<file path="config.mk">
export PLATFORM = sky130hd
export DESIGN_NAME = i2c_slave_status_flags
export DESIGN_NICKNAME = d
export VERILOG_FILES = /design/src/verilog/i2c_slv_pkg.sv /design/src/verilog/pin_events_if.sv /design/src/verilog/pin_sync.sv /design/src/verilog/i2c_slave_status_flags.sv
export SDC_FILE = /design/constraint.sdc
export NUM_CORES = 1
export LEC_CHECK = 0
export BUFFER_PORTS_ARGS = -buffer_cell sky130_fd_sc_hd__clkbuf_2
export CAP_MARGIN = 20
export CORE_ASPECT_RATIO = 1.25
export CORE_MARGIN = 1
export CORE_UTILIZATION = 50
export DETAILED_ROUTE_END_ITERATION = 8
export GPL_ROUTABILITY_DRIVEN = 0
export PLACE_DENSITY_LB_ADDON = 0.08
export SYNTH_ARGS = -nofsm -noshare
export SYNTH_HDL_FRONTEND = slang
export SYNTH_SLANG_ARGS = --single-unit
</file>
<file path="constraint.sdc">
create_clock -name clk -period 6.45 [get_ports clk]
set_clock_uncertainty 0.05 [all_clocks]
set_input_delay 0.9675 -clock clk [delete_from_list [all_inputs] [get_ports clk]]
set_output_delay 0.9675 -clock clk [all_outputs]
set_load 0.05 [all_outputs]
</file>
<file path="src/verilog/i2c_slv_pkg.sv">
package i2c_slv_pkg;
  // register bus widths
  localparam int          ADDR_W = 32;
  localparam int          DATA_W = 16;

  // register byte addresses
  localparam logic [31:0] CTRL_OFS   = 32'h4000_3428;
  localparam logic [31:0] STATUS_OFS = 32'h4000_342c;
  localparam logic [31:0] RXDATA_OFS = 32'h4000_3430;
  localparam logic [31:0] TXDATA_OFS = 32'h4000_3434;
  localparam logic [31:0] ALT_OFS    = 32'h4000_3438;
  localparam logic [31:0] ID0_OFS    = 32'h4000_343c;
  localparam logic [31:0] IRQST_OFS  = 32'h4000_3450;
  localparam logic [31:0] IRQMSK_OFS = 32'h4000_3454;

  // control register fields
  localparam int          CT_SLAVE_ON = 0;
  localparam int          CT_GC_EN    = 1;
  localparam int          CT_HWGC_EN  = 2;
  localparam int          CT_GC_CLEAR = 3;
  localparam int          CT_EARLY_TX = 4;
  localparam int          CT_FORCE_NK = 5;
  localparam logic [5:0]  CTRL_RESET  = 6'h00;

  // status register fields
  localparam int          ST_TX_EMPTY = 0;
  localparam int          ST_TX_UNDER = 1;
  localparam int          ST_TX_REQ   = 2;
  localparam int          ST_RX_REQ   = 3;
  localparam int          ST_RX_OVF   = 4;
  localparam int          ST_NACK     = 5;
  localparam int          ST_BUSY     = 6;
  localparam int          ST_GC       = 7;
  localparam int          ST_GCID_LO  = 8;
  localparam logic [15:0] STATUS_RESET = 16'h0001;

  // interrupt event bits, same layout for status and mask
  localparam int          EV_RX_BYTE = 0;
  localparam int          EV_TX_REQ  = 1;
  localparam int          EV_RX_OVF  = 2;
  localparam int          EV_TX_UND  = 3;
  localparam int          EV_NACK    = 4;
  localparam int          EV_W       = 5;
  localparam logic [4:0]  EV_RESET   = 5'h00;

  // general call second bytes and id codes
  localparam logic [7:0]  GC_RESET_BYTE = 8'h06;
  localparam logic [7:0]  GC_PROG_BYTE  = 8'h04;
  localparam logic [7:0]  GC_ADDR       = 8'h00;
  localparam logic [1:0]  GCID_NONE     = 2'h0;
  localparam logic [1:0]  GCID_RESET    = 2'h1;
  localparam logic [1:0]  GCID_PROG     = 2'h2;
  localparam logic [1:0]  GCID_HW       = 2'h3;

  // fifo shape and bit counts
  localparam int          FIFO_DEPTH  = 2;
  localparam logic [1:0]  FIFO_FULL_N = 2'h2;
  localparam logic [3:0]  BITS_BYTE   = 4'h8;
  localparam logic [3:0]  LAST_TX_BIT = 4'h7;
  localparam logic [7:0]  IDLE_BYTE   = 8'hff;

  // engine states, one-hot
  typedef enum logic [6:0] {
    S_IDLE = 7'b000_0001,
    S_ADDR = 7'b000_0010,
    S_AACK = 7'b000_0100,
    S_RX   = 7'b000_1000,
    S_RACK = 7'b001_0000,
    S_TX   = 7'b010_0000,
    S_TACK = 7'b100_0000
  } eng_state_e;
endpackage

</file>
<file path="src/verilog/pin_events_if.sv">
`timescale 1ns/1ps
// conditioned bus levels and edges, all on clk
interface pin_events_if;
  logic scl_lvl;    // synchronised scl
  logic sda_lvl;    // synchronised sda
  logic scl_rise;   // one-cycle pulse
  logic scl_fall;   // one-cycle pulse
  logic start_seen; // start or repeated start
  logic stop_seen;  // stop condition
  modport src (output scl_lvl, sda_lvl, scl_rise, scl_fall, start_seen, stop_seen);
  modport snk (input scl_lvl, sda_lvl, scl_rise, scl_fall, start_seen, stop_seen);
endinterface

</file>
<file path="src/verilog/pin_sync.sv">
`timescale 1ns/1ps
module pin_sync (
  input  wire logic  clk,
  input  wire logic  reset,
  input  wire logic  scl_in,
  input  wire logic  sda_in,
  pin_events_if.src  ev
);
  logic [1:0] scl_sync_q; // two-stage synchroniser
  logic [1:0] sda_sync_q;
  logic       scl_prev_q; // previous synced value
  logic       sda_prev_q;

  // bus idles high, so reset to one to avoid false edges
  always_ff @(posedge clk) begin
    if (reset) begin
      scl_sync_q <= 2'h3;
      sda_sync_q <= 2'h3;
      scl_prev_q <= 1'b1;
      sda_prev_q <= 1'b1;
    end else begin
      scl_sync_q <= {scl_sync_q[0], scl_in};
      sda_sync_q <= {sda_sync_q[0], sda_in};
      scl_prev_q <= scl_sync_q[1];
      sda_prev_q <= sda_sync_q[1];
    end
  end

  // edges and bus conditions, registered
  always_ff @(posedge clk) begin
    if (reset) begin
      ev.scl_lvl    <= 1'b1;
      ev.sda_lvl    <= 1'b1;
      ev.scl_rise   <= 1'b0;
      ev.scl_fall   <= 1'b0;
      ev.start_seen <= 1'b0;
      ev.stop_seen  <= 1'b0;
    end else begin
      ev.scl_lvl    <= scl_sync_q[1];
      ev.sda_lvl    <= sda_sync_q[1];
      ev.scl_rise   <= scl_sync_q[1] & ~scl_prev_q;
      ev.scl_fall   <= ~scl_sync_q[1] & scl_prev_q;
      ev.start_seen <= scl_sync_q[1] & scl_prev_q & ~sda_sync_q[1] & sda_prev_q;
      ev.stop_seen  <= scl_sync_q[1] & scl_prev_q & sda_sync_q[1] & ~sda_prev_q;
    end
  end
endmodule

</file>
<file path="src/verilog/i2c_slave_status_flags.sv">
// Added by the designer: the address-and-strobe port.
`timescale 1ns/1ps
module i2c_slave_status_flags
  import i2c_slv_pkg::*;
(
  input  wire logic              clk,
  input  wire logic              reset,
  input  wire logic [ADDR_W-1:0] addr,
  input  wire logic [DATA_W-1:0] wr_data,
  input  wire logic              wr_en,
  input  wire logic              rd_en,
  input  wire logic              scl_in,
  input  wire logic              sda_in,
  output logic      [DATA_W-1:0] rd_data,
  output logic                   sda_out,
  output logic                   sda_oe,
  output logic                   irq
);
  pin_events_if ev ();

  // pin conditioning
  pin_sync u_sync (
    .clk    (clk),
    .reset  (reset),
    .scl_in (scl_in),
    .sda_in (sda_in),
    .ev     (ev.src)
  );

  logic [5:0]      ctrl_q;       // control bits
  logic [7:0]      id_q;         // own address in [7:1]
  logic [7:0]      alt_q;        // hardware call match byte
  logic [EV_W-1:0] irq_st_q;     // sticky events
  logic [EV_W-1:0] irq_mask_q;   // event enables
  logic            gc_flag_q;    // general call flag
  logic [1:0]      gcid_q;       // general call kind
  logic            gc_rst_q;     // one-cycle soft reset
  logic            nack_q, ovf_q, txreq_q, under_q, early_q;
  logic            busy_q;       // slave engaged
  eng_state_e      state_q;      // engine state
  logic [3:0]      cnt_q;        // bit counter
  logic [7:0]      sh_q;         // shift register
  logic            rw_q;         // direction of transfer
  logic            gc_phase_q;   // next byte is call byte
  logic            more_q;       // master acked last byte
  logic [7:0]      rx_mem [FIFO_DEPTH];
  logic [7:0]      tx_mem [FIFO_DEPTH];
  logic            rx_wp_q, rx_rp_q, tx_wp_q, tx_rp_q;
  logic [1:0]      rx_cnt_q, tx_cnt_q;

  // decoded accesses and engine events
  logic soft_rst, eng_rst, rd_stat, rd_rx, wr_tx, wr_ctrl;
  logic rx_push, tx_pop, ev_nack, ev_ovf, ev_txreq, ev_under, ev_early;
  logic addr_hit, gc_hit, early_hit, tx_empty, tx_full, rx_full;
  logic [7:0] tx_head;

  assign soft_rst = reset | gc_rst_q;
  assign eng_rst  = soft_rst | ~ctrl_q[CT_SLAVE_ON];
  assign rd_stat  = rd_en & (addr == STATUS_OFS);
  assign rd_rx    = rd_en & (addr == RXDATA_OFS);
  assign wr_tx    = wr_en & (addr == TXDATA_OFS);
  assign wr_ctrl  = wr_en & (addr == CTRL_OFS);
  assign tx_empty = (tx_cnt_q == 2'h0);
  assign tx_full  = (tx_cnt_q == FIFO_FULL_N);
  assign rx_full  = (rx_cnt_q == FIFO_FULL_N);
  assign tx_head  = tx_empty ? IDLE_BYTE : tx_mem[tx_rp_q];
  // address compare once all eight bits are in
  assign addr_hit = (sh_q[7:1] == id_q[7:1]);
  assign gc_hit   = (sh_q == GC_ADDR) & ctrl_q[CT_GC_EN];
  // eighth rise: seven address bits held, direction on sda
  assign early_hit = state_q == S_ADDR && ev.scl_rise && cnt_q == LAST_TX_BIT
                     && ev.sda_lvl && sh_q[6:0] == id_q[7:1];

  // decisions taken at the falling edge that ends the address byte
  logic addr_end, addr_ok, addr_nk;
  assign addr_end = state_q == S_ADDR && ev.scl_fall && cnt_q == BITS_BYTE;
  assign addr_ok  = addr_end & (addr_hit | gc_hit);
  assign addr_nk  = addr_ok & ((sh_q[0] & tx_empty) | ctrl_q[CT_FORCE_NK]);
  assign ev_nack  = addr_nk;
  assign ev_txreq = (addr_ok & ~addr_nk & sh_q[0] & ~ctrl_q[CT_EARLY_TX])
                    | (early_hit & ctrl_q[CT_EARLY_TX]);
  assign ev_early = early_hit & ctrl_q[CT_EARLY_TX];
  // byte lands at last bit fall
  assign rx_push  = state_q == S_RX && ev.scl_fall && cnt_q == BITS_BYTE;
  assign ev_ovf   = rx_push & rx_full;
  assign ev_under = ev.scl_rise & tx_empty
                    & ((state_q == S_AACK & rw_q) | (state_q == S_TACK & ~ev.sda_lvl));
  assign tx_pop   = ev.scl_fall & ((state_q == S_AACK & rw_q) | (state_q == S_TACK & more_q))
                    & ~tx_empty;

  // control and address registers
  always_ff @(posedge clk) begin
    if (soft_rst) begin
      ctrl_q     <= CTRL_RESET;
      id_q       <= 8'h00;
      alt_q      <= 8'h00;
      irq_mask_q <= EV_RESET;
    end else if (wr_en) begin
      // clear bit is a strobe, never stored
      if (wr_ctrl) ctrl_q <= wr_data[5:0] & ~(6'h01 << CT_GC_CLEAR);
      if (addr == ID0_OFS) id_q <= wr_data[7:0];
      if (addr == ALT_OFS) alt_q <= wr_data[7:0];
      if (addr == IRQMSK_OFS) irq_mask_q <= wr_data[EV_W-1:0];
    end
  end

  // general call flag survives call reset, only full reset or clear write
  always_ff @(posedge clk) begin
    if (reset) begin
      gc_flag_q <= 1'b0;
      gcid_q    <= GCID_NONE;
      gc_rst_q  <= 1'b0;
    end else begin
      gc_rst_q <= 1'b0;
      if (rx_push && gc_phase_q) begin
        gc_flag_q <= 1'b1;
        if (sh_q == GC_RESET_BYTE) begin
          gcid_q   <= GCID_RESET;
          gc_rst_q <= 1'b1;
        end else if (sh_q == GC_PROG_BYTE) begin
          gcid_q <= GCID_PROG;
        end else if (ctrl_q[CT_HWGC_EN] && sh_q == alt_q) begin
          gcid_q <= GCID_HW;
        end
      end else if (wr_ctrl && wr_data[CT_GC_CLEAR]) begin
        gc_flag_q <= 1'b0;
        gcid_q    <= GCID_NONE;
      end
    end
  end

  // read-clear flags; a new event beats the clearing read
  always_ff @(posedge clk) begin
    if (soft_rst) begin
      nack_q  <= 1'b0;
      ovf_q   <= 1'b0;
      under_q <= 1'b0;
      early_q <= 1'b0;
    end else begin
      nack_q  <= ev_nack | (nack_q & ~rd_stat);
      ovf_q   <= ev_ovf | (ovf_q & ~rd_stat);
      under_q <= ev_under | (under_q & ~rd_stat);
      early_q <= ev_early | (early_q & ~rd_stat);
    end
  end

  // transmit request holds until read or the queue fills
  always_ff @(posedge clk) begin
    if (soft_rst) begin
      txreq_q <= 1'b0;
    end else begin
      txreq_q <= ev_txreq | (txreq_q & ~rd_stat & ~tx_full);
    end
  end

  // receive queue; a push into a full queue is dropped
  always_ff @(posedge clk) begin
    if (soft_rst) begin
      rx_wp_q  <= 1'b0;
      rx_rp_q  <= 1'b0;
      rx_cnt_q <= 2'h0;
    end else begin
      if (rx_push && !rx_full) begin
        rx_mem[rx_wp_q] <= sh_q;
        rx_wp_q         <= ~rx_wp_q;
      end
      if (rd_rx && rx_cnt_q != 2'h0) rx_rp_q <= ~rx_rp_q;
      rx_cnt_q <= rx_cnt_q + 2'((rx_push && !rx_full) ? 1 : 0)
                  - 2'((rd_rx && rx_cnt_q != 2'h0) ? 1 : 0);
    end
  end

  // transmit queue filled by software, drained by the engine
  always_ff @(posedge clk) begin
    if (soft_rst) begin
      tx_wp_q  <= 1'b0;
      tx_rp_q  <= 1'b0;
      tx_cnt_q <= 2'h0;
    end else begin
      if (wr_tx && !tx_full) begin
        tx_mem[tx_wp_q] <= wr_data[7:0];
        tx_wp_q         <= ~tx_wp_q;
      end
      if (tx_pop) tx_rp_q <= ~tx_rp_q;
      tx_cnt_q <= tx_cnt_q + 2'((wr_tx && !tx_full) ? 1 : 0) - 2'(tx_pop ? 1 : 0);
    end
  end

  // busy tracking: start sets; stop, engine reset or an address refused in S_ADDR clears
  always_ff @(posedge clk) begin
    if (eng_rst) begin
      busy_q <= 1'b0;
    end else if (ev.stop_seen) begin
      busy_q <= 1'b0;
    end else if (ev.start_seen) begin
      busy_q <= 1'b1;
    end else if (addr_end && (!addr_ok || addr_nk)) begin
      busy_q <= 1'b0;
    end
  end

  // byte engine: samples on scl rise, drives on scl fall
  always_ff @(posedge clk) begin
    if (eng_rst) begin
      state_q    <= S_IDLE;
      cnt_q      <= 4'h0;
      sh_q       <= 8'h00;
      rw_q       <= 1'b0;
      gc_phase_q <= 1'b0;
      more_q     <= 1'b0;
      sda_oe     <= 1'b0;
    end else if (ev.stop_seen) begin
      state_q <= S_IDLE;
      sda_oe  <= 1'b0;
    end else if (ev.start_seen) begin
      // repeated start re-enters address phase
      state_q    <= S_ADDR;
      cnt_q      <= 4'h0;
      gc_phase_q <= 1'b0;
      sda_oe     <= 1'b0;
    end else begin
      unique case (state_q)
        S_IDLE: begin
          sda_oe <= 1'b0;
        end
        S_ADDR: begin
          if (ev.scl_rise) begin
            sh_q  <= {sh_q[6:0], ev.sda_lvl};
            cnt_q <= cnt_q + 4'h1;
          end else if (addr_end) begin
            if (addr_ok && !addr_nk) begin
              // ack own address or general call
              sda_oe     <= 1'b1;
              rw_q       <= sh_q[0];
              gc_phase_q <= ~addr_hit;
              state_q    <= S_AACK;
            end else begin
              state_q <= S_IDLE;
            end
          end
        end
        S_AACK: begin
          if (ev.scl_fall) begin
            cnt_q <= 4'h0;
            if (rw_q) begin
              // first data bit out; empty queue sends ones
              sh_q    <= tx_head;
              sda_oe  <= ~tx_head[7];
              state_q <= S_TX;
            end else begin
              sda_oe  <= 1'b0;
              state_q <= S_RX;
            end
          end
        end
        S_RX: begin
          if (ev.scl_rise) begin
            sh_q  <= {sh_q[6:0], ev.sda_lvl};
            cnt_q <= cnt_q + 4'h1;
          end else if (rx_push) begin
            // ack even on overflow; the byte is lost, flag tells software
            sda_oe  <= 1'b1;
            state_q <= S_RACK;
          end
        end
        S_RACK: begin
          if (ev.scl_fall) begin
            gc_phase_q <= 1'b0;
            sda_oe     <= 1'b0;
            cnt_q      <= 4'h0;
            state_q    <= S_RX;
          end
        end
        S_TX: begin
          if (ev.scl_fall) begin
            if (cnt_q == LAST_TX_BIT) begin
              sda_oe  <= 1'b0;
              state_q <= S_TACK;
            end else begin
              sh_q   <= {sh_q[6:0], 1'b0};
              sda_oe <= ~sh_q[6];
              cnt_q  <= cnt_q + 4'h1;
            end
          end
        end
        S_TACK: begin
          if (ev.scl_rise) begin
            more_q <= ~ev.sda_lvl;
          end else if (ev.scl_fall) begin
            cnt_q <= 4'h0;
            if (more_q) begin
              sh_q    <= tx_head;
              sda_oe  <= ~tx_head[7];
              state_q <= S_TX;
            end else begin
              // master declined, wait for stop or start
              state_q <= S_IDLE;
            end
          end
        end
        default: begin
          state_q <= S_IDLE;
          sda_oe  <= 1'b0;
        end
      endcase
    end
  end

  // open-drain data pin only ever pulls low
  always_ff @(posedge clk) begin
    sda_out <= 1'b0;
  end

  // sticky interrupt events, write one to clear, set wins
  always_ff @(posedge clk) begin
    if (soft_rst) begin
      irq_st_q <= EV_RESET;
    end else begin
      irq_st_q[EV_RX_BYTE] <= (rx_push & ~rx_full) | (irq_st_q[EV_RX_BYTE]
                              & ~(wr_en & addr == IRQST_OFS & wr_data[EV_RX_BYTE]));
      irq_st_q[EV_TX_REQ]  <= ev_txreq | (irq_st_q[EV_TX_REQ]
                              & ~(wr_en & addr == IRQST_OFS & wr_data[EV_TX_REQ]));
      irq_st_q[EV_RX_OVF]  <= ev_ovf | (irq_st_q[EV_RX_OVF]
                              & ~(wr_en & addr == IRQST_OFS & wr_data[EV_RX_OVF]));
      irq_st_q[EV_TX_UND]  <= ev_under | (irq_st_q[EV_TX_UND]
                              & ~(wr_en & addr == IRQST_OFS & wr_data[EV_TX_UND]));
      irq_st_q[EV_NACK]    <= ev_nack | (irq_st_q[EV_NACK]
                              & ~(wr_en & addr == IRQST_OFS & wr_data[EV_NACK]));
    end
  end

  always_ff @(posedge clk) begin
    if (reset) begin
      irq <= 1'b0;
    end else begin
      irq <= (|(irq_st_q & irq_mask_q)) | gc_flag_q;
    end
  end

  // status word assembled from live flags
  logic [15:0] status_w;
  always_comb begin
    status_w                = 16'h0000;
    status_w[ST_TX_EMPTY]   = ctrl_q[CT_EARLY_TX] ? early_q : tx_empty;
    status_w[ST_TX_UNDER]   = under_q;
    status_w[ST_TX_REQ]     = txreq_q;
    status_w[ST_RX_REQ]     = (rx_cnt_q != 2'h0);
    status_w[ST_RX_OVF]     = ovf_q;
    status_w[ST_NACK]       = nack_q;
    status_w[ST_BUSY]       = busy_q;
    status_w[ST_GC]         = gc_flag_q;
    status_w[ST_GCID_LO+:2] = gcid_q;
  end

  // read data valid only in the cycle after the strobe
  always_ff @(posedge clk) begin
    if (reset) begin
      rd_data <= 16'h0000;
    end else if (rd_en) begin
      unique case (addr)
        CTRL_OFS:   rd_data <= {10'h000, ctrl_q};
        STATUS_OFS: rd_data <= status_w;
        RXDATA_OFS: rd_data <= {8'h00, (rx_cnt_q != 2'h0) ? rx_mem[rx_rp_q] : 8'h00};
        ALT_OFS:    rd_data <= {8'h00, alt_q};
        ID0_OFS:    rd_data <= {8'h00, id_q};
        IRQST_OFS:  rd_data <= {11'h000, irq_st_q};
        IRQMSK_OFS: rd_data <= {11'h000, irq_mask_q};
        default:    rd_data <= 16'h0000;
      endcase
    end else begin
      rd_data <= 16'h0000;
    end
  end
endmodule

</file>
==> results of run 1 <==
## layout make-up
type | count | area [µm²]
Tap cell | 161 | 201
Inverter | 14 | 52.6
Clock inverter | 8 | 82.6
Fill cell | 1025 | 4710
Multi-Input combinational cell | 456 | 2970
Clock buffer | 23 | 489
Sequential cell | 127 | 2860
Timing Repair Buffer | 67 | 358
## registers in the layout, indices dropped and copies added (netlist names), 4 cells and up, named ones only
register,flops
sh_q,8
irq_st_q,5
alt_q,8
state_q,7
tx_mem,16
cnt_q,4
irq_mask_q,5
id_q,8
ctrl_q,5
rd_data,10
rx_mem,16
## metal layers
layer  vias up  global-route usage  wire (µm)
met4         0              0.0887        338
met2       204               0.437       7760
met3        27              0.0503        899
met1      2421               0.339       6790
li1       2394                   -          -
met5         -                   0          0
## metrics by stage
step	instance area (µm²)	total power, W
after floorplan	6080	0.000864
after global placement	6430	0.000886
after detailed placement	6430	0.000888
after CTS	7000	0.00179
after global routing	7020	0.00183
final	7020	0.00179
## final timing paths
kind                            slack, ps                    to  cells after the start                  from
worst max-delay path                 2820           rx_cnt_q[1]                     12              addr[15]
worst min-delay path                  360  u_sync.scl_sync_q[1]                      1  u_sync.scl_sync_q[0]
worst max register to register       3490          rx_mem[0][0]                      6    u_sync.ev.scl_fall
worst min register to register        360  u_sync.scl_sync_q[1]                      1  u_sync.scl_sync_q[0]
## cells by family (layout without fill, tap and decap cells)
| kind of cell | count (synthesis) | count (layout) | synth area share |
|---|---|---|---|
| buffers and inverters | 56 | 112 | 0.0417 |
| and+or+nand+nor | 260 | 260 | 0.245 |
| AOI/OAI and AO/OA | 129 | 129 | 0.144 |
| adders and majority gates | 6 | 6 | 0.0124 |
| DFF | 127 | 127 | 0.473 |
| other | 1 | 7 | 0.000619 |
| xor gates and xnor gates | 30 | 30 | 0.0434 |
| muxes | 24 | 24 | 0.0413 |
## power groups by stage
stage          registers [W]  logic (W)  clock network, W
3_3_place_gp        0.000835  0.0000509                 0
4_1_cts             0.000818  0.0000523          0.000922
3_5_place_dp        0.000835  0.0000523                 0
5_1_grt             0.000818  0.0000563          0.000957
2_1_floorplan       0.000834  0.0000299                 0
6_report            0.000819  0.0000523          0.000915
## cells in the mapped netlist (all sizes together), types with 2 or more instances
library cell,n
a211oi,3
a21oi,43
a222oi,7
a22oi,14
a31oi,10
a32oi,2
and2,7
and3,9
buf,16
clkbuf,26
dfxtp,95
edfxtp,32
ha,6
inv,14
mux2,8
mux2i,16
nand2,72
nand2b,8
nand3,33
nand3b,7
nand4,7
nand4b,5
nor2,50
nor2b,5
nor3,15
nor3b,4
nor4,19
nor4b,4
o211ai,2
o21ai,19
o221ai,2
o22ai,3
o2bb2ai,7
o31a,2
or2,9
or3,2
or4,3
xnor2,15
xor2,15
## worst max-delay path: cells and delay by family
family | cells | cell delay (ps)
simple gates | 6 | 2090
fa+ha+maj | 2 | 390
xor+xnor | 2 | 280
buf+inv | 2 | 140
==> out/summary.txt, run 1 <==
# Post-CTS Setup Buffers -> 0
number of distinct standard cells referenced by the synthesized netlist -> 70
HPWL Detailed -> 11.7 mm
Final period util -> 0.563
final hold slack -> 360 ps
maximum count of clock buffers along a single path -> 2
count of mapped cells out of synthesis -> 633
most frequent cells in the layout -> sky130_fd_sc_hd__dfxtp_1 (95), sky130_fd_sc_hd__nand2_1 (72), sky130_fd_sc_hd__clkbuf_2 (57), sky130_fd_sc_hd__nor2_1 (49), sky130_fd_sc_hd__a21oi_1 (43)
average cell area after synthesis -> 9.57 µm²
CTS Hold Buffers Added -> 0
clock input transition at the sequential cells of the worst setup and hold paths -> 50 ps
non-filler cells in the finished layout -> 856
chip height -> 125 µm
measured slew at the worst slew-check pin -> 891 ps
number of DRC violations after detailed-routing iteration 0 -> 435
Crit path required time -> 6680 ps
via count of the first global-routing pass -> 4839
starting utilization of the core area -> 0.517
Main synth FF type -> sky130_fd_sc_hd__dfxtp_1
share of the synthesized area in the top cell type -> 0.314
DR DRC count -> 0
achievable frequency -> 0.275 GHz
routed length per placed instance -> 18.4 µm
Slew Viols, Final -> 0
clock network fraction of total power -> 0.512
switching share of power -> 0.214
Pre-Repair DR Iteration Count -> 5
grt total ovfl -> 0
Layout Nets -> 743
top area cells in the synthesized netlist -> sky130_fd_sc_hd__dfxtp_1 (31%), sky130_fd_sc_hd__edfxtp_1 (16%), sky130_fd_sc_hd__nand2_1 (4.5%)
IR Drop Worst-Case VDD -> 0.166 mV
I/O pin count -> 73
worst-case setup slack after placement -> 2380 ps
sequential share of power -> 0.458
number of levels in the clock H-tree -> 4
final critical-path setup slack -> 2820 ps
clock tree from TritonCTS -> done
vias per std cell -> 5.89
area enclosed by the die boundary -> 12600 µm²
logic gate share of total power -> 0.029
floorplan die width -> 100 µm
maximum cell stage delay along the critical path -> 750 ps
total power divided by cell area -> 254 nW/µm²
final hold viol count -> 0
Worst Setup Start Kind -> input port
Tightest Hold Check Type -> register to register
Root Buffer -> sky130_fd_sc_hd__clkbuf_16
number of register bits inferred by synthesis -> 127
max-cap check violation count -> 0
data arrival time of the critical path -> 3870 ps
detailed-route via count -> 5046
Clock Latency Late Sink -> 420 ps
total internal power -> 0.00140 W
input/output buffers -> 57
Fin Setup TNS -> 0 ps
crit path capture type -> register
most common library cell in the layout ignoring fill and taps -> sky130_fd_sc_hd__dfxtp_1
Crit-path slowest cell -> sky130_fd_sc_hd__nor4_4
utilization of the core after routing -> 0.598
setup repair after global routing missed its margin -> false
floorplan row count -> 44
pin count of the biggest net entering global routing -> 47
layout-stage area growth over the synthesis result -> 15.8%
total of endpoints with negative setup slack in the final report -> 0
run status -> finished clean
Switch Pwr -> 0.000381 W
initial antenna violation count -> 0
DRT antenna net count -> 0
post-synth design cell area -> 6060 µm²
number of placed instances, taps included -> 822
Yosys warnings -> 0
total global-route track usage -> 0.262
Pleak -> 2.58 nW
DRT Wirelength -> 15.8 mm
worst rel slew slack -> 0.398
Critical Path, Cell by Cell -> clkbuf_2 > nor4b_1 > nand2_1 > or3_4 > nor4_4 > and2_1 > ha_1 > inv_1 > ha_1 > xnor2_1 > xnor2_1 > nor2_1
sequential element share of the synthesized area -> 0.473
post-cts gate resize count -> 0
final critical path time including I/O delays and setup -> 3630 ps
fraction of layout cells with a size suffix above 1 -> 0.193
global-route wire length before repair -> 25.2 mm
CORE AREA -> 11700 µm²
Critical Path Fanout Max -> 11
total clock buffers created by CTS -> 17
count of flip-flops with a built-in enable after synthesis -> 32
share of flip-flops with an asynchronous set or reset after synthesis -> 0
cell taking the most area after synthesis -> sky130_fd_sc_hd__dfxtp_1
number of sinks on the clock net -> 127
antenna diode instance count -> 0
start-to-end type of the worst setup path -> input port to register
Power figures use the tool's default switching activity.
==> run 2: changes to the inputs <==
- clock period: 6.45 -> 3.6 ns (I/O delays scaled with it)
==> run 2 against run 1 <==
- final area rose by 0.78%
- total power grew 82%
- via count grew 1.1%
- critical path depth fell by 3
- cell count rose by 0.82%
- sequential cell count unchanged
- register-to-register slack got worse by 2700 ps
- combinational power is 85% higher
- non-clock buffer count grew 6
==> out/summary.txt, run 2 (synthesized netlist as in run 1, its figures left out) <==
Switch Pwr -> 0.000709 W (was 0.000381 W)
initial antenna violation count -> 0 (unchanged)
total global-route track usage -> 0.265 (was 0.262)
global-route wire length before repair -> 25.3 mm (was 25.2 mm)
worst r2r dst -> rx_cnt_q[1] (was rx_mem[0][0])
start-to-end type of the worst setup path -> register to register (was input port to register)
routed length per placed instance -> 18.4 µm (about the same)
hold-critical path endpoint -> u_sync.sda_sync_q[0] (was u_sync.scl_sync_q[1])
CP delay by family, top -> simple AND/OR/NAND/NOR gates (unchanged)
reg-to-reg setup timing slack -> 750 ps (was 3490 ps)
pin count of the biggest net entering global routing -> 27 (was 47)
depth of the worst register-to-register path -> 9 (was 6)
instance count along the most critical hold path -> 2 (was 1)
post-cts gate resize count -> 0 (unchanged)
Clock Latency Late Sink -> 420 ps (about the same)
number of DRC violations after detailed-routing iteration 0 -> 457 (was 435)
Fin Setup TNS -> 0 ps (unchanged)
Worst Setup Start Kind -> register (was input port)
grt total ovfl -> 0 (unchanged)
switching share of power -> 0.219 (was 0.214)
Slew Viols, Final -> 0 (unchanged)
chip height -> 125 µm (unchanged)
most common library cell in the layout ignoring fill and taps -> sky130_fd_sc_hd__dfxtp_1 (unchanged)
Final period util -> 0.792
fraction of layout cells with a size suffix above 1 -> 0.202 (was 0.193)
Layout Nets -> 749 (was 743)
HPWL Detailed -> 11.8 mm (was 11.7 mm)
floorplan die width -> 100 µm (unchanged)
detailed-route via count -> 5102 (was 5046)
worst reg2reg startpoint -> state_q[5] (was u_sync.ev.scl_fall)
most frequent cells in the layout -> sky130_fd_sc_hd__dfxtp_1 (95), sky130_fd_sc_hd__nand2_1 (72), sky130_fd_sc_hd__clkbuf_2 (57), sky130_fd_sc_hd__nor2_1 (49), sky130_fd_sc_hd__a21oi_1 (43) (unchanged)
Crit path required time -> 3830 ps (was 6680 ps)
leading registers by flop count -> rx_mem (16), tx_mem (16), rd_data (10) (unchanged)
vias per std cell -> 5.91 (was 5.89)
DRT antenna net count -> 0 (unchanged)
total of endpoints with negative setup slack in the final report -> 0 (unchanged)
logic gate share of total power -> 0.030 (was 0.029)
Pleak -> 2.62 nW (was 2.58 nW)
antenna diode instance count -> 0 (unchanged)
Critical Path, Cell by Cell -> or4_1 > nor4_2 > o21ai_1 > ha_1 > inv_1 > ha_1 > xnor2_1 > xnor2_1 > nor2_1 (was clkbuf_2 > nor4b_1 > nand2_1 > or3_4 > nor4_4 > and2_1 > ha_1 > inv_1 > ha_1 > xnor2_1 > xnor2_1 > nor2_1)
total clock buffers created by CTS -> 17 (unchanged)
number of sinks on the clock net -> 127 (unchanged)
maximum cell stage delay along the critical path -> 590 ps (was 750 ps)
crit path capture type -> register (unchanged)
starting utilization of the core area -> 0.517 (unchanged)
CTS Hold Buffers Added -> 0 (unchanged)
layout-stage area growth over the synthesis result -> 16.7% (was 15.8%)
input/output buffers -> 57 (unchanged)
total internal power -> 0.00253 W (was 0.00140 W)
run status -> finished clean (unchanged)
Critical path buffers and inverters -> 1 (was 2)
Root Buffer -> sky130_fd_sc_hd__clkbuf_16 (unchanged)
I/O pin count -> 73 (unchanged)
# Post-CTS Setup Buffers -> 0 (unchanged)
final hold viol count -> 0 (unchanged)
clock network fraction of total power -> 0.518 (was 0.512)
setup repair after global routing missed its margin -> false (unchanged)
maximum count of clock buffers along a single path -> 2 (unchanged)
standard cell area after detailed placement -> 6490 µm² (was 6430 µm²)
final critical path time including I/O delays and setup -> 2850 ps
beginning of the worst hold path -> sda_in (was u_sync.scl_sync_q[0])
max-cap check violation count -> 0 (unchanged)
data arrival time of the critical path -> 3080 ps (was 3870 ps)
CORE AREA -> 11700 µm² (unchanged)
final hold slack -> 254 ps (was 360 ps)
Pre-Repair DR Iteration Count -> 5 (unchanged)
number of levels in the clock H-tree -> 4 (unchanged)
Crit-path slowest cell -> sky130_fd_sc_hd__or4_1 (was sky130_fd_sc_hd__nor4_4)
via count of the first global-routing pass -> 4779 (was 4839)
sequential share of power -> 0.452 (was 0.458)
clock tree from TritonCTS -> done (unchanged)
total power divided by cell area -> 458 nW/µm² (was 254 nW/µm²)
layout filler cell count -> 1038 (was 1025)
Tightest Hold Check Type -> input port to register (was register to register)
measured slew at the worst slew-check pin -> 716 ps (was 891 ps)
area enclosed by the die boundary -> 12600 µm² (unchanged)
DR DRC count -> 0 (unchanged)
IR Drop Worst-Case VDD -> 0.253 mV (was 0.166 mV)
Critical Path Fanout Max -> 10 (was 11)
DRT Wirelength -> 15.9 mm (was 15.8 mm)
floorplan row count -> 44 (unchanged)
Non-Filler Cell Area, Final -> 7070 µm² (was 7020 µm²)
worst rel slew slack -> 0.520 (was 0.398)
clock input transition at the sequential cells of the worst setup and hold paths -> 50 ps (about the same)
achievable frequency -> 0.351 GHz
-- run 2: changes by cell type in the layout (fill, tap and decap cells not counted), sizes merged --
cell | previous run | this run
clkinvlp | 4 | 3
buf | 9 | 16
bufinv | 1 | 2
clkbuf | 81 | 77
inv | 15 | 19
-- run 2: how the worst max path moves through the flow --
stage,from,to,slack (ps),cells after the start
2_1_floorplan,addr[17],tx_mem[0][0],590,6
3_3_place_gp,addr[9],tx_cnt_q[1],440,12
3_5_place_dp,addr[9],tx_cnt_q[1],320,12
4_1_cts,addr[9],tx_cnt_q[1],730,12
5_1_grt,state_q[5],rx_cnt_q[1],600,9
6_report,state_q[5],rx_cnt_q[1],750,9
-- run 2: per-layer routing --
metal | part of all wire | up-vias | global-route usage
met4 | 0.022 | 0 | 0.0818
met2 | 0.49 | 230 | 0.444
li1 | - | 2411 | -
met1 | 0.42 | 2432 | 0.342
met5 | 0 | - | 0
met3 | 0.066 | 29 | 0.0565
-- run 2: power groups by stage --
| stage | combinational, W | sequential [W] | clock [W] |
|---|---|---|---|
| after global routing | 0.000104 | 0.00147 | 0.00177 |
| after detailed placement | 0.0000961 | 0.00150 | 0 |
| after global placement | 0.0000939 | 0.00150 | 0 |
| final | 0.0000965 | 0.00147 | 0.00168 |
| after floorplan | 0.0000536 | 0.00149 | 0 |
| after CTS | 0.0000964 | 0.00147 | 0.00170 |
-- run 2: stage by stage --
step | utilization | worst slack (ps) | instances | power [W]
after floorplan | - | 588 | 639 | 0.00155
after global placement | 0.554 | 437 | 831 | 0.00159
after detailed placement | 0.554 | 321 | 831 | 0.00159
after CTS | 0.603 | 733 | 863 | 0.00326
after global routing | 0.603 | 596 | 863 | 0.00334
final | 0.603 | 749 | 863 | 0.00324
-- run 2: area by class of cell --
| type | count | area (µm²) | share of cell area |
|---|---|---|---|
| inverters | 14 | 52.6 | 0.00743 |
| well taps | 161 | 201 | 0.0285 |
| flip-flops and latches | 127 | 2860 | 0.405 |
| clock inverters | 12 | 133 | 0.0188 |
| repair buffers | 73 | 405 | 0.0573 |
| multi-input cells | 456 | 2970 | 0.420 |
| clock buffers | 20 | 447 | 0.0632 |
==> run 3: changes to the inputs <==
- clock period: 3.6 -> 2.8 ns (I/O delays scaled with it)
==> run 3 against run 2 <==
- worst hold slack got worse by 110 ps
- die area stayed put
- global-route usage decreased by 0.39 points
- sequential power is 28% higher
- clock-buffer cell count stayed put
- register-to-register slack got worse by 550 ps
- worst setup slack got worse by 550 ps
- total power grew 23%
- largest cell class unchanged
- sequential cell count unchanged
- highest routed layer unchanged
- sequential share of layout area is 0.75 points lower
- fmax rose by 9.5%
==> out/summary.txt, run 3 (synthesized netlist as in run 1, its figures left out) <==
power consumption -> 0.00400 W (was 0.00324 W)
antenna diode instance count -> 0 (unchanged)
DRT antenna net count -> 0 (unchanged)
number of placed instances, taps included -> 847 (was 831)
input/output buffers -> 57 (unchanged)
routed length per placed instance -> 17.9 µm (was 18.4 µm)
chip height -> 125 µm (unchanged)
data arrival time of the critical path -> 2840 ps (was 3080 ps)
standard cell area after detailed placement -> 6670 µm² (was 6490 µm²)
number of levels in the clock H-tree -> 4 (unchanged)
Clock Latency Late Sink -> 410 ps (was 420 ps)
Tightest Hold Check Type -> input port to register (unchanged)
fraction of layout cells with a size suffix above 1 -> 0.231 (was 0.202)
area enclosed by the die boundary -> 12600 µm² (unchanged)
Layout Nets -> 765 (was 749)
leading registers by flop count -> rx_mem (16), tx_mem (16), rd_data (10) (unchanged)
most frequent cells in the layout -> sky130_fd_sc_hd__dfxtp_1 (95), sky130_fd_sc_hd__nand2_1 (72), sky130_fd_sc_hd__clkbuf_2 (57), sky130_fd_sc_hd__nor2_1 (49), sky130_fd_sc_hd__a21oi_1 (43) (unchanged)
IR Drop Worst-Case VDD -> 0.351 mV (was 0.253 mV)
CP startpoint -> state_q[4] (was state_q[5])
clock tree from TritonCTS -> done (unchanged)
reg-to-reg setup timing slack -> 200 ps (was 750 ps)
total global-route track usage -> 0.261 (was 0.265)
detailed-route via count -> 5159 (was 5102)
final hold viol count -> 0 (unchanged)
# Post-CTS Setup Buffers -> 0 (unchanged)
run status -> finished clean (unchanged)
DR DRC count -> 0 (unchanged)
Non-Filler Cell Area, Final -> 7210 µm² (was 7070 µm²)
non-filler cells in the finished layout -> 879 (was 863)
CTS Hold Buffers Added -> 0 (unchanged)
start-to-end type of the worst setup path -> register to register (unchanged)
worst r2r dst -> rx_cnt_q[1] (unchanged)
layout-stage area growth over the synthesis result -> 19.0% (was 16.7%)
pin count of the biggest net entering global routing -> 36 (was 27)
number of sinks on the clock net -> 127 (unchanged)
Crit path required time -> 3040 ps (was 3830 ps)
Pleak -> 2.70 nW (was 2.62 nW)
number of DRC violations after detailed-routing iteration 0 -> 403 (was 457)
worst rel slew slack -> 0.431 (was 0.520)
measured slew at the worst slew-check pin -> 850 ps (was 716 ps)
clock input transition at the sequential cells of the worst setup and hold paths -> 60 ps (was 50 ps)
beginning of the worst hold path -> scl_in (was sda_in)
instance count along the most critical hold path -> 2 (unchanged)
layout filler cell count -> 1020 (was 1038)
hold-critical path endpoint -> u_sync.scl_sync_q[0] (was u_sync.sda_sync_q[0])
worst reg2reg startpoint -> state_q[4] (was state_q[5])
Final period util -> 0.929 (was 0.792)
most common library cell in the layout ignoring fill and taps -> sky130_fd_sc_hd__dfxtp_1 (unchanged)
Slew Viols, Final -> 0 (unchanged)
DRT Wirelength -> 15.8 mm (was 15.9 mm)
I/O pin count -> 73 (unchanged)
grt total ovfl -> 0 (unchanged)
total power divided by cell area -> 555 nW/µm² (was 458 nW/µm²)
depth of the worst register-to-register path -> 9 (unchanged)
setup repair after global routing missed its margin -> false (unchanged)
vias per std cell -> 5.87 (was 5.91)
CORE AREA -> 11700 µm² (unchanged)
maximum count of clock buffers along a single path -> 2 (unchanged)
HPWL Detailed -> 12.1 mm (was 11.8 mm)
starting utilization of the core area -> 0.517 (unchanged)
global-route wire length before repair -> 25.3 mm (about the same)
via count of the first global-routing pass -> 5014 (was 4779)
Pre-Repair DR Iteration Count -> 5 (unchanged)
floorplan row count -> 44 (unchanged)
Critical Path Fanout Max -> 7 (was 10)
initial antenna violation count -> 0 (unchanged)
total clock buffers created by CTS -> 17 (unchanged)
final critical path time including I/O delays and setup -> 2600 ps (was 2850 ps)
Worst Setup Start Kind -> register (unchanged)
total of endpoints with negative setup slack in the final report -> 0 (unchanged)
Root Buffer -> sky130_fd_sc_hd__clkbuf_16 (unchanged)
crit path capture type -> register (unchanged)
post-cts gate resize count -> 0 (unchanged)
max-cap check violation count -> 0 (unchanged)
achievable frequency -> 0.384 GHz (was 0.351 GHz)
floorplan die width -> 100 µm (unchanged)
-- run 3: how the worst max path moves through the flow --
stage	endpoint	slack, ps
final	rx_cnt_q[1]	200
after global routing	rx_cnt_q[1]	120
after CTS	rx_cnt_q[1]	220
after detailed placement	tx_cnt_q[1]	-60
after global placement	tx_cnt_q[1]	-8
after floorplan	tx_cnt_q[1]	20
-- run 3: metal layers --
layer / vias to the layer above / part of all wire / track usage
li1: 2443 / - / -
met1: 2424 / 0.42 / 0.341
met2: 240 / 0.47 / 0.421
met3: 52 / 0.067 / 0.0458
met4: 0 / 0.041 / 0.120
met5: - / 0 / 0
-- run 3: area by class of cell --
type | instances | area (µm²) | area share
multi-input combinational | 456 | 3020 | 0.420
sequential | 127 | 2860 | 0.397
timing repair buffer | 89 | 526 | 0.0729
clock buffer | 20 | 458 | 0.0635
tap | 161 | 201 | 0.0280
clock inverter | 12 | 82.6 | 0.0115
inverter | 14 | 52.6 | 0.00729
-- run 3: critical path, cell delays in order (launching register included) --
cell                      delay, ps
sky130_fd_sc_hd__dfxtp_1        370
sky130_fd_sc_hd__or4_1          590
sky130_fd_sc_hd__nor4_2         400
sky130_fd_sc_hd__o21ai_1        220
sky130_fd_sc_hd__ha_4           310
sky130_fd_sc_hd__inv_2           30
sky130_fd_sc_hd__ha_4           150
sky130_fd_sc_hd__xnor2_2        170
sky130_fd_sc_hd__xnor2_1        140
sky130_fd_sc_hd__nor2_1          60
-- run 3: per-stage QoR --
stage / hold slack, ps / utilization / setup WS (ps) / TNS [ps]
6_report: 142 / 0.615 / 198 / 0
5_1_grt: 137 / 0.615 / 122 / 0
4_1_cts: 135 / 0.615 / 224 / 0
3_5_place_dp: 354 / 0.569 / -60.8 / -60.8
3_3_place_gp: 347 / 0.569 / -8.06 / -8.06
2_1_floorplan: 339 / - / 20.9 / 0
-- run 3: power breakdown --
group,switching (W),internal [W]
logic,0.0000836,0.0000412
registers,0.00000449,0.00188
clock network,0.000804,0.00119
total,0.000892,0.00311
